===== src/tcc_pkg.sv =====
package tcc_pkg;

  localparam int unsigned CNT_W = 16;

  // Register offsets, one register per address, data in the low bits.
  localparam logic [3:0] ADDR_MODE_CTRL   = 4'h0;
  localparam logic [3:0] ADDR_CAPCMP_CTRL = 4'h1;
  localparam logic [3:0] ADDR_EDGE_SEL    = 4'h2;
  localparam logic [3:0] ADDR_BIT_OP      = 4'h3;
  localparam logic [3:0] ADDR_COUNTER     = 4'h4;
  localparam logic [3:0] ADDR_CAPCMP_A    = 4'h5;
  localparam logic [3:0] ADDR_CAPCMP_B    = 4'h6;
  localparam logic [3:0] ADDR_EVENTS      = 4'h7;

  // Mode control register field positions.
  localparam int unsigned MC_OVF_BIT    = 0;
  localparam int unsigned MC_TOGGLE_BIT = 1;
  localparam int unsigned MC_RUN_LO_BIT = 2;
  localparam int unsigned MC_RUN_HI_BIT = 3;
  localparam logic [7:0]  MC_USED_MASK  = 8'h0f;
  localparam logic [7:0]  MODE_CTRL_RST = 8'h00;

  // Capture/compare control register field positions.
  localparam int unsigned CC_A_MODE_BIT = 0;
  localparam int unsigned CC_A_TRIG_BIT = 1;
  localparam int unsigned CC_B_MODE_BIT = 2;
  localparam logic [7:0]  CC_USED_MASK  = 8'h07;
  localparam logic [7:0]  CAPCMP_CTRL_RST = 8'h00;

  // Edge select register: bits 1:0 input a, bits 3:2 input b.
  localparam int unsigned ES_A_LO_BIT  = 0;
  localparam int unsigned ES_B_LO_BIT  = 2;
  localparam logic [7:0]  ES_USED_MASK = 8'h0f;
  localparam logic [7:0]  EDGE_SEL_RST = 8'h00;

  localparam logic [15:0] CNT_RST   = 16'h0000;
  localparam logic [15:0] CNT_MAX   = 16'hffff;
  localparam logic [15:0] CAPCMP_RST = 16'h0000;

  // Single bit operation word: bit 7 value, bits 6:4 register, bits 2:0 bit index.
  localparam int unsigned BITOP_VAL_BIT = 7;

  typedef enum logic [1:0] {
    TCC_RUN_STOP = 2'b00,
    TCC_RUN_FREE = 2'b01,
    TCC_RUN_EDGE = 2'b10,
    TCC_RUN_MATCH = 2'b11
  } tcc_run_t;

  localparam logic [1:0] EDGE_FALL = 2'b00;
  localparam logic [1:0] EDGE_RISE = 2'b01;
  localparam logic [1:0] EDGE_BOTH = 2'b11;

  typedef struct packed {
    logic       wr;
    logic       rd;
    logic [3:0] addr;
    logic [15:0] wdata;
  } tcc_bus_req_t;

  typedef struct packed {
    logic irq_a;
    logic irq_b;
  } tcc_irq_t;

endpackage


===== src/tcc_edge_det.sv =====
`timescale 1ns/1ps

module tcc_edge_det (
  input  wire logic clk_i,
  input  wire logic nrst_i,
  input  wire logic ce_i,
  input  wire logic pin_i,
  output logic      rise_o,
  output logic      fall_o
);

  typedef struct packed {
    logic [2:0] sync;
    logic       level;
  } tcc_edge_state_t;

  tcc_edge_state_t st_q;
  tcc_edge_state_t st_d;

  // A change counts only once the second and third stages agree.
  always_comb begin
    st_d = st_q;
    st_d.sync = {st_q.sync[1:0], pin_i};
    if (st_q.sync[2] == st_q.sync[1]) begin
      st_d.level = st_q.sync[2];
    end
  end

  always_ff @(posedge clk_i) begin
    if (!nrst_i) begin
      st_q <= '0;
    end else if (ce_i) begin
      st_q <= st_d;
    end
  end

  assign rise_o = ce_i & (st_d.level & ~st_q.level);
  assign fall_o = ce_i & (~st_d.level & st_q.level);

endmodule


===== src/tcc_timer_capcmp.sv =====
// Design decisions made here: the address-and-strobe port and the register addresses.
`timescale 1ns/1ps

// Overview of operation
// - Register b in compare mode raises match_irq_b on a count tick where it equals the counter.
// - Register b in compare mode ignores capture triggers and keeps its value.
// - Register b in capture mode loads the counter on a valid input a edge.
// - Input a edge codes: 01 rising, 00 falling, 11 both; irq b each capture.
// - Trigger select 1: register a captures on opposite input a edge, none if 11.
// - Trigger select 0: register a captures on input b edges and raises irq a.
// - Reverse phase mode: input b edge raises irq a without capture; software masks.
// - Register b capture does not depend on the trigger select bit.
// - Compare value zero never matches at start; matches on counter 0000 to 0001.
// - Reset clears the mode control register, timer stopped.
// - Timer runs once the run field is non-zero and stops at 00.
// - Mode control accepts single bit and whole byte writes.
// - Run codes: 00 stop and clear, 01 free, 10 clear on edge, 11 on match.
// - Each register has a mode bit: 0 compare, 1 capture.
// - Overflow flag sets on FFFF to 0000 wrap; cleared by software or stop.
module tcc_timer_capcmp (
  input  wire logic        clk_i,
  input  wire logic        nrst_i,
  input  wire logic        ce_i,
  input  wire logic        count_en_i,
  input  wire logic [3:0]  addr_i,
  input  wire logic [15:0] wdata_i,
  input  wire logic        wr_i,
  input  wire logic        rd_i,
  output logic      [15:0] rdata_o,
  input  wire logic        timer_input_a_i,
  input  wire logic        timer_input_b_i,
  output logic             match_irq_a_o,
  output logic             match_irq_b_o,
  output logic             overflow_flag_o,
  output logic             running_o
);

  typedef struct packed {
    logic [7:0]  mode_ctrl;
    logic [7:0]  capcmp_ctrl;
    logic [7:0]  edge_sel;
    logic [15:0] main_counter;
    logic [15:0] capcmp_reg_a;
    logic [15:0] capcmp_reg_b;
    logic        armed;
    logic [15:0] rdata;
    tcc_pkg::tcc_irq_t irq;
    logic [1:0]  evt_sticky;
  } tcc_state_t;

  tcc_state_t st_q;
  tcc_state_t st_d;

  logic a_rise;
  logic a_fall;
  logic b_rise;
  logic b_fall;

  tcc_edge_det u_edge_a (
    .clk_i  (clk_i),
    .nrst_i (nrst_i),
    .ce_i   (ce_i),
    .pin_i  (timer_input_a_i),
    .rise_o (a_rise),
    .fall_o (a_fall)
  );

  tcc_edge_det u_edge_b (
    .clk_i  (clk_i),
    .nrst_i (nrst_i),
    .ce_i   (ce_i),
    .pin_i  (timer_input_b_i),
    .rise_o (b_rise),
    .fall_o (b_fall)
  );

  // Decodes a two-bit edge code against detected edges.
  function automatic logic edge_hit(input logic [1:0] sel, input logic rise, input logic fall);
    logic hit;
    hit = 1'b0;
    case (sel)
      tcc_pkg::EDGE_RISE: hit = rise;
      tcc_pkg::EDGE_FALL: hit = fall;
      tcc_pkg::EDGE_BOTH: hit = rise | fall;
      default:            hit = 1'b0;
    endcase
    return hit;
  endfunction

  tcc_pkg::tcc_run_t run;
  logic [1:0] es_a;
  logic [1:0] es_b;
  logic       a_capture;
  logic       a_trig;
  logic       b_capture;
  logic       a_valid;
  logic       b_valid;
  logic       a_rev;
  logic       tick;
  logic       match_a;
  logic       match_b;
  logic [15:0] cnt_next;
  logic [7:0] bitop_mask;
  logic [7:0] mc_wr;

  always_comb begin
    run       = tcc_pkg::tcc_run_t'(st_q.mode_ctrl[tcc_pkg::MC_RUN_HI_BIT:
                                                   tcc_pkg::MC_RUN_LO_BIT]);
    es_a      = st_q.edge_sel[tcc_pkg::ES_A_LO_BIT +: 2];
    es_b      = st_q.edge_sel[tcc_pkg::ES_B_LO_BIT +: 2];
    a_capture = st_q.capcmp_ctrl[tcc_pkg::CC_A_MODE_BIT];
    a_trig    = st_q.capcmp_ctrl[tcc_pkg::CC_A_TRIG_BIT];
    b_capture = st_q.capcmp_ctrl[tcc_pkg::CC_B_MODE_BIT];
    a_valid   = edge_hit(es_a, a_rise, a_fall);
    b_valid   = edge_hit(es_b, b_rise, b_fall);
    // Reverse phase swaps the edge; both-edges code finds nothing to reverse.
    a_rev     = (es_a == tcc_pkg::EDGE_BOTH) ? 1'b0 :
                edge_hit(es_a, a_fall, a_rise);
    tick      = ce_i & count_en_i & (run != tcc_pkg::TCC_RUN_STOP);
    cnt_next  = st_q.main_counter + 16'h0001;
    // The armed bit holds back a zero compare value until the counter has left 0000.
    match_a   = tick & ~a_capture & (st_q.main_counter == st_q.capcmp_reg_a) &
                ((st_q.capcmp_reg_a != 16'h0000) | st_q.armed);
    match_b   = tick & ~b_capture & (st_q.main_counter == st_q.capcmp_reg_b) &
                ((st_q.capcmp_reg_b != 16'h0000) | st_q.armed);
    bitop_mask = 8'h01 << wdata_i[2:0];
    mc_wr     = wdata_i[7:0] & tcc_pkg::MC_USED_MASK;
  end

  always_comb begin
    st_d = st_q;
    st_d.irq = '0;
    st_d.rdata = 16'h0000;

    if (ce_i && rd_i) begin
      case (addr_i)
        tcc_pkg::ADDR_MODE_CTRL:   st_d.rdata = {8'h00, st_q.mode_ctrl};
        tcc_pkg::ADDR_CAPCMP_CTRL: st_d.rdata = {8'h00, st_q.capcmp_ctrl};
        tcc_pkg::ADDR_EDGE_SEL:    st_d.rdata = {8'h00, st_q.edge_sel};
        tcc_pkg::ADDR_COUNTER:     st_d.rdata = st_q.main_counter;
        tcc_pkg::ADDR_CAPCMP_A:    st_d.rdata = st_q.capcmp_reg_a;
        tcc_pkg::ADDR_CAPCMP_B:    st_d.rdata = st_q.capcmp_reg_b;
        tcc_pkg::ADDR_EVENTS:      st_d.rdata = {14'h0000, st_q.evt_sticky};
        default:                   st_d.rdata = 16'h0000;
      endcase
      // Reading the event word clears it; a new event below still wins.
      if (addr_i == tcc_pkg::ADDR_EVENTS) begin
        st_d.evt_sticky = 2'b00;
      end
    end

    // Counting, clear-and-start and overflow.
    if (tick) begin
      if (st_q.main_counter == tcc_pkg::CNT_MAX) begin
        st_d.mode_ctrl[tcc_pkg::MC_OVF_BIT] = 1'b1;
      end
      st_d.main_counter = cnt_next;
      if (st_q.main_counter == 16'h0000) begin
        st_d.armed = 1'b1;
      end
      if ((run == tcc_pkg::TCC_RUN_MATCH) && match_a) begin
        st_d.main_counter = tcc_pkg::CNT_RST;
      end
      if ((run == tcc_pkg::TCC_RUN_EDGE) && a_valid) begin
        st_d.main_counter = tcc_pkg::CNT_RST;
      end
    end

    if (match_a) begin
      st_d.irq.irq_a = 1'b1;
    end
    if (match_b) begin
      st_d.irq.irq_b = 1'b1;
    end

    // Captures take the count only while the timer runs; mode bit 0 blocks them.
    if (ce_i && (run != tcc_pkg::TCC_RUN_STOP)) begin
      if (b_capture && a_valid) begin
        st_d.capcmp_reg_b = st_q.main_counter;
        st_d.irq.irq_b = 1'b1;
      end
      if (a_capture && a_trig) begin
        if (a_rev) begin
          st_d.capcmp_reg_a = st_q.main_counter;
        end
        if (b_valid) begin
          st_d.irq.irq_a = 1'b1;
        end
      end else if (a_capture && b_valid) begin
        st_d.capcmp_reg_a = st_q.main_counter;
        st_d.irq.irq_a = 1'b1;
      end
    end

    // Register writes. Stores take effect after the hardware updates above.
    if (ce_i && wr_i) begin
      case (addr_i)
        tcc_pkg::ADDR_MODE_CTRL: begin
          st_d.mode_ctrl = mc_wr;
          if (st_q.mode_ctrl[tcc_pkg::MC_OVF_BIT] == 1'b0 && mc_wr[0] == 1'b0 &&
              st_d.mode_ctrl[tcc_pkg::MC_OVF_BIT] == 1'b0) begin
            st_d.mode_ctrl[tcc_pkg::MC_OVF_BIT] = 1'b0;
          end
          if (tick && st_q.main_counter == tcc_pkg::CNT_MAX) begin
            st_d.mode_ctrl[tcc_pkg::MC_OVF_BIT] = 1'b1;
          end
        end
        tcc_pkg::ADDR_CAPCMP_CTRL: st_d.capcmp_ctrl = wdata_i[7:0] & tcc_pkg::CC_USED_MASK;
        tcc_pkg::ADDR_EDGE_SEL:    st_d.edge_sel = wdata_i[7:0] & tcc_pkg::ES_USED_MASK;
        tcc_pkg::ADDR_BIT_OP: begin
          // Single-bit write to the mode control register (bits 6:4 equal zero).
          if (wdata_i[6:4] == 3'h0) begin
            if (wdata_i[tcc_pkg::BITOP_VAL_BIT]) begin
              st_d.mode_ctrl = (st_q.mode_ctrl | bitop_mask) & tcc_pkg::MC_USED_MASK;
            end else begin
              st_d.mode_ctrl = st_q.mode_ctrl & ~bitop_mask;
              if (tick && st_q.main_counter == tcc_pkg::CNT_MAX) begin
                st_d.mode_ctrl[tcc_pkg::MC_OVF_BIT] = 1'b1;
              end
            end
          end
        end
        tcc_pkg::ADDR_CAPCMP_A:    st_d.capcmp_reg_a = wdata_i;
        tcc_pkg::ADDR_CAPCMP_B:    st_d.capcmp_reg_b = wdata_i;
        default:                   st_d.rdata = st_d.rdata;
      endcase
    end

    if (st_d.irq.irq_a) begin
      st_d.evt_sticky[0] = 1'b1;
    end
    if (st_d.irq.irq_b) begin
      st_d.evt_sticky[1] = 1'b1;
    end

    // A stopped timer holds the counter and overflow flag at zero.
    if (st_d.mode_ctrl[tcc_pkg::MC_RUN_HI_BIT:tcc_pkg::MC_RUN_LO_BIT] == 2'b00) begin
      st_d.main_counter = tcc_pkg::CNT_RST;
      st_d.mode_ctrl[tcc_pkg::MC_OVF_BIT] = 1'b0;
      st_d.armed = 1'b0;
    end
  end

  always_ff @(posedge clk_i) begin
    if (!nrst_i) begin
      st_q.mode_ctrl    <= tcc_pkg::MODE_CTRL_RST;
      st_q.capcmp_ctrl  <= tcc_pkg::CAPCMP_CTRL_RST;
      st_q.edge_sel     <= tcc_pkg::EDGE_SEL_RST;
      st_q.main_counter <= tcc_pkg::CNT_RST;
      st_q.capcmp_reg_a <= tcc_pkg::CAPCMP_RST;
      st_q.capcmp_reg_b <= tcc_pkg::CAPCMP_RST;
      st_q.armed        <= 1'b0;
      st_q.rdata        <= 16'h0000;
      st_q.irq          <= '0;
      st_q.evt_sticky   <= 2'b00;
    end else if (ce_i) begin
      st_q <= st_d;
    end
  end

  assign rdata_o         = st_q.rdata;
  assign match_irq_a_o   = st_q.irq.irq_a;
  assign match_irq_b_o   = st_q.irq.irq_b;
  assign overflow_flag_o = st_q.mode_ctrl[tcc_pkg::MC_OVF_BIT];
  assign running_o       = st_q.mode_ctrl[tcc_pkg::MC_RUN_HI_BIT] |
                           st_q.mode_ctrl[tcc_pkg::MC_RUN_LO_BIT];

endmodule


===== config.mk =====
export PLATFORM = sky130hd
export DESIGN_NAME = tcc_timer_capcmp
export DESIGN_NICKNAME = d
export VERILOG_FILES = /design/src/tcc_pkg.sv /design/src/tcc_edge_det.sv /design/src/tcc_timer_capcmp.sv
export SDC_FILE = /design/constraint.sdc
export NUM_CORES = 1
export LEC_CHECK = 0
export ABC_AREA = 1
export BUFFER_PORTS_ARGS = -buffer_cell sky130_fd_sc_hd__clkbuf_2
export CORE_ASPECT_RATIO = 2
export CORE_MARGIN = 8
export CORE_UTILIZATION = 30
export CTS_CLUSTER_SIZE = 40
export DETAILED_ROUTE_END_ITERATION = 8
export PLACE_DENSITY = 0.44
export SYNTH_ARGS = -nofsm -noshare
export SYNTH_HDL_FRONTEND = slang
export SYNTH_SLANG_ARGS = --single-unit

===== constraint.sdc =====
create_clock -name clk_i -period 1.7 [get_ports clk_i]
set_input_delay 0.17 -clock clk_i [delete_from_list [all_inputs] [get_ports clk_i]]
set_output_delay 0.17 -clock clk_i [all_outputs]
set_load 0.01 [all_outputs]

==> metrics.txt, run 1 <==
die area=28400 sq um; routability cong.=0.966; Max Clock Skew=14.2 ps; maxcap violations=0; Reg clk slew, reported paths=80 ps; gr usage total=0.237; wire length per cell=about 21 microns; post-route ant nets=0; Ports=48; worst min-delay path startpoint=timer_input_b_i; Root Driver=clkbuf_16; Seq cells post-synth=92; register area share after synthesis=0.267; Final period util=1.07; CTS Hold Bufs=0; fin crit period=1810 ps; number of flops mapped to enable cells by yosys=0; Crit. End Element=flip-flop; R2R Setup Slk=-110 ps; Fin. Hold Viols=0; DP Worst Slack=-220 ps; TritonRoute pass-1 iters=5; Netlist Area Pre-Place=roughly 6900 sq um; Initial Util=0.304; gr ovfl total=0; Power Dens Cells=535 nW/um^2; Avg Cell Area, Syn=5.91 sq um; synth warn=0; top cells by area, synth=dfxtp_1 27%, nand2_1 18%, a21oi_1 9.0%; die width=123 microns; capturing point of the worst reg2reg path=st_q[21]; Worst slew margin=0.658; FF-to-FF path depth=12; hold path cells=3; Async S/R FF share, synth=0; Site Rows=78; Max stage delay cell, worst path=dfxtp_2; initial antenna violation count=0; highest clock rate=552 MHz; critical path startpoint category=flip-flop; crit-path leading delay family=simple AND/OR/NAND/NOR gates; Buffers on Ports=47; Pwr Total=~5.3 mW; cell taking the most area after synthesis=dfxtp_1; Core Box Area=around 23000 sq um; status=complete, but fails checks; Main synth FF type=dfxtp_1; syn nets=approximately 1.2k; nets=about 1.4k; final hold slack=21.6 ps; Worst-Margin Slew=513 ps; synthesized instance count=about 1.2k; WHS Endpoint=u_edge_b.st_d[2]; hpwl dp=~26 mm; Setup Viol. Count Final=22; final core utilization=0.442; P&R area growth vs syn=45.2%; routed wire length=between 30 and 40 mm; worst path required time=just under 2000 ps; vias in the first global route=approximately 8.4k; RSZ-0062 raised after global routing=true; initial DRC count=between 400 and 500; CP bufs+invs=2; share of the synthesized area in the top cell type=0.267; via count=about 8.6k; fraction of layout instances using a drive strength above 1=0.347; post-synth cell types=47; ordered cell list for the critical path=buf_6 -> nor2_4 -> nand3_2 -> nor2_2 -> o21ai_2 -> nand2_2 -> nand3_4 -> clkbuf_16 -> a21oi_2 -> o21ai_1 -> nand2_1 -> a21oi_1; die height=230 microns; reg2reg start=u_edge_a.st_d[3]; worst setup margin=-112 ps; Final Max Slew Viols=0; global-route wire length before repair=between 40 and 50 mm; Hold WC Path Type=in2reg; drt drc=0; CTS tree=yes; H-tree depth=3; peak supply drop=477 uV; Worst-Skew Late Latency=between 300 and 400 ps; clk sinks=slightly above 90; leak pwr=4.53 nW; kind of critical path=reg2reg; Synth top cells by count=336 x nand2_1, 151 x inv_1, 124 x a21oi_1; # diodes=0; vias per std cell=roughly 5.2; pin count of the biggest net entering global routing=48; failing checks=setup timing; crit-path max FO=8; Max clock buf depth=2; most common cell in the netlist=nand2_1; total CTS buffers=9; Worst Path Arrival=just over 2000 ps; max incr delay on CP=330 ps
-- flip-flops by register name (all words and copies together) (netlist names) --
name             count
u_edge_a.st_q        2
st_q                56
a_trig               1
u_edge_a.st_d        2
u_edge_b.st_d        2
match_irq_a_o        1
a_capture            1
u_edge_b.st_q        2
es_b                 2
match_irq_b_o        1
rdata_o             16
overflow_flag_o      1
es_a                 2
run                  2
b_capture            1
-- how the worst max path moves through the flow --
stage | from | endpoint | slack (ps) | depth (start not counted)
6_report | u_edge_a.st_d[3] | st_q[21] | -110 | 12
3_3_place_gp | st_q[53] | overflow_flag_o | -180 | 12
4_1_cts | st_q[55] | st_q[56] | -60 | 16
3_5_place_dp | st_q[53] | overflow_flag_o | -220 | 12
5_1_grt | u_edge_a.st_d[3] | st_q[30] | -200 | 12
2_1_floorplan | st_q[53] | overflow_flag_o | 2 | 11
-- final cells by class --
class,count,area [sq um]
fill,2539,12600
multi-input combinational,828,4540
timing repair buffer,271,2310
sequential,92,1890
inverter,160,611
tap,280,350
clock buffer,9,225
clock inverter,7,75.1
-- placed cells by master (no fill, tap or decap), types with 20 or more instances in the layout --
master    Yosys  final
a21oi_1     124    105
a21oi_2       2     20
buf_4        26    179
buf_6         2     20
clkbuf_2      1     47
dfxtp_1      92     67
inv_1       151    135
inv_2         7     20
nand2_1     336    290
nand2_2       4     43
nand3_1      86     75
nand4_1      25     25
nor2_1       73     59
o21ai_0      62     44
o21ai_1      16     22
-- what timing repair did --
item | in CTS | in global routing
gates resized for setup | 76 | 163
pin swaps | 35 | 49
setup buffers | 13 | 15
cloned | 1 | 7
endpoints found under the setup margin | 42 | 54
hold endpoints to repair | 0 | 0
-- worst min-delay path, stage by stage --
cell	delay [ps]
clkbuf_2	80
nor2_1	40
nor2_1	80
-- metrics by stage --
step	TNS (ps)	instance area [sq um]	instances
after detailed placement	-4630	8600	1597
after global placement	-4290	8600	1597
after floorplan	0	6890	1166
final	-1580	10000	1647
after global routing	-5360	10000	1647
after CTS	-716	9200	1626
-- cells by family (layout without fill, tap and decap cells) --
logic type / after synthesis / count (layout) / share of synthesized area
AO/OA/AOI/OAI: 248 / 248 / 0.197
XOR/XNOR: 21 / 21 / 0.0267
adder cells (fa/ha/maj): 3 / 3 / 0.00508
buffers and inverters: 247 / 447 / 0.155
flip-flops: 92 / 92 / 0.267
AND/OR/NAND/NOR: 555 / 556 / 0.349
-- routing by layer --
metal | wire length (microns) | global-route usage | up-vias
met3 | 1060 | 0.0314 | 117
li1 | - | - | 4158
met4 | 3210 | 0.195 | 0
met2 | 18600 | 0.437 | 256
met5 | 0 | 0 | -
met1 | 11700 | 0.223 | 4061
-- power by group --
group / leakage [nW] / switching [mW] / total (mW) / internal, mW
Sequential: 0.757 / 0.0369 / 2.22 / 2.18
Combinational: 3.63 / 0.584 / 0.983 / 0.399
Clock: 0.143 / 1.11 / 2.15 / 1.04
(Power assumes the default switching activity.)
==> inputs of run 2 (changes only) <==
--- a/config.mk
+++ b/config.mk
@@ -12,6 +12,7 @@
 export CORE_UTILIZATION = 30
 export CTS_CLUSTER_SIZE = 40
 export DETAILED_ROUTE_END_ITERATION = 8
+export MAX_ROUTING_LAYER = met4
 export PLACE_DENSITY = 0.44
 export SYNTH_ARGS = -nofsm -noshare
 export SYNTH_HDL_FRONTEND = slang
==> run 2 against run 1 <==
  * The run still ends with setup timing left
  * First-iteration DRC count up 22%
  * Global-route usage up 0.93 points
  * Cell count up 0.49%
  * Hold slack better by 6.7 ps
  * Critical path type unchanged
  * Sequential cell count unchanged
  * Clock power up 2%
  * Clock skew up 1.6 ps
  * Worst setup slack better by 33 ps
  * Register-to-register slack better by 30 ps
  * Critical endpoint is now st_q[30]
  * Largest cell class unchanged
  * Design area down 0.91%
  * Via count up 0.29%
==> metrics.txt, run 2 (synthesis gave the netlist of run 1 again) <==
vias per std cell=around 5.2; Worst-Skew Late Latency=390 ps; status=complete, but fails checks; Worst slew margin=0.710; P&R area growth vs syn=43.9%; routability cong.=between 0.9 and 1; kind of critical path=reg2reg; crit-path max FO=17; Core Box Area=22600 sq um; worst setup margin=-79.2 ps; wire length per cell=about 21 microns; pin count of the biggest net entering global routing=between 50 and 60; gr ovfl total=0; Comb pwr share=0.180; Crit. End Element=flip-flop; Initial Util=0.304; maxcap violations=0; Flop pwr share=0.412; die width=about 120 microns; initial antenna violation count=0; Hold WC Path Type=in2reg; final core utilization=0.438; Site Rows=78; Multi-input gate area=4430 sq um; Int Power=between 3 and 4 mW; Final Max Slew Viols=0; Sw Pwr=1.74 mW; post-route ant nets=0; Worst-Margin Slew=430 ps; Design Area, Final=9910 sq um; gr usage total=0.246; Root Driver=clkbuf_16; Setup Viol. Count Final=27; vias in the first global route=around 8.4k; worst path required time=1980 ps; area post-placement=8690 sq um; Worst Path Arrival=2060 ps; sw frac=0.323; Max clock buf depth=2; H-tree depth=3; Fin. Hold Viols=0; setup TNS=-921 ps; placed insts=around 1.6k; highest clock rate=562 MHz; DP Worst Slack=-287 ps; fin crit period=~1800 ps; failing checks=setup timing; TritonRoute pass-1 iters=6; Layout Cells excl Fill=1655; clock share of power=0.408; critical path startpoint category=flip-flop; die height=~230 microns; total CTS buffers=9; Buffers on Ports=47; clk sinks=92; # diodes=0; Ports=48; die area=roughly 28000 sq um; Power Dens Cells=542 nW/um^2; drt drc=0; FF/Latch Area=approximately 1900 sq um; Biggest register=st_q; global-route wire length before repair=approximately 50 mm; hpwl dp=26.2 mm; commonest non-fill, non-tap cell in the layout=nand2_1; peak supply drop=around 670 uV; nets=1400; CTS tree=yes; initial DRC count=~590; routed wire length=between 30 and 40 mm; leak pwr=4.54 nW; most frequent cells in the layout=308 x nand2_1, 189 x buf_4, 137 x inv_1; via count=8617; Largest register FFs=56; RSZ-0062 raised after global routing=true; Max Clock Skew=roughly 16 ps; fraction of layout instances using a drive strength above 1=0.333; Reg clk slew, reported paths=about 80 ps; Final period util=1.05; fillers=around 2.5k
## run 2: changes by cell type in the layout (fill, tap and decap cells not counted), sizes merged
| cell | change |
|---|---|
| dlygate4sd3 | +1 |
| clkinvlp | -1 |
| clkinv | +2 |
| inv | -1 |
| buf | +7 |
## run 2: repair_timing
item | 4_1_cts | 5_1_grt
hold buffers | 1 | 0
cloned | 1 | 6
pin swaps | 27 | 42
buffers inserted | 13 | 13
gates resized for setup | 79 | 117
endpoints found under the hold margin | 1 | 0
endpoints found under the setup margin | 44 | 54
## run 2: worst max-delay path: stages (launching register included)
cell and delay, ps:
dfxtp_2 330, buf_6 120, nor2_4 90, nand3_2 70, nor2_2 120, o21ai_2 70
nand2_2 140, nand3_4 170, clkbuf_16 240, a21oi_2 110, o21ai_1 80, nand2_1 60
a21oi_1 50
## run 2: layout make-up
cell class / instances / share of cell area
multi-input cells: 828 / 0.447
repair buffers: 279 / 0.235
flip-flops and latches: 92 / 0.191
inverters: 160 / 0.0615
well taps: 280 / 0.0353
clock buffers: 9 / 0.0227
clock inverters: 7 / 0.00846
## run 2: worst paths after layout
| path | startpoint | end | slack [ps] | depth (start not counted) |
|---|---|---|---|---|
| worst min register to register | st_q[89] | st_q[89] | 440 | 2 |
| worst max-delay path | u_edge_a.st_d[3] | st_q[30] | -80 | 12 |
| worst min-delay path | timer_input_a_i | u_edge_a.st_d[2] | 30 | 3 |
| worst max register to register | u_edge_a.st_d[3] | st_q[30] | -80 | 12 |
## run 2: power groups by stage
stage | Sequential, mW | Combinational [mW] | Clock [mW]
finish | 2.21 | 0.964 | 2.19
global route | 2.22 | 1.03 | 2.33
CTS | 2.21 | 0.878 | 2.25
detailed placement | 2.26 | 0.838 | 0
global placement | 2.26 | 0.840 | 0
floorplan | 2.26 | 0.415 | 0
## run 2: through the flow
| step | power, mW | hold WS (ps) |
|---|---|---|
| finish | 5.37 | 28.3 |
| global route | 5.58 | 39.2 |
| CTS | 5.34 | 19.4 |
| detailed placement | 3.10 | 404 |
| global placement | 3.10 | 396 |
| floorplan | 2.67 | 305 |
## run 2: routing by layer
metal  up-vias  share of wire  wire length, microns  global-route usage
li1       4167              -                     -                   -
met1      4034           0.33                 11400               0.222
met2       286           0.53                 18200               0.443
met3       130          0.035                  1200              0.0324
met4         0           0.10                  3550               0.202
met5         -              0                     0                   -
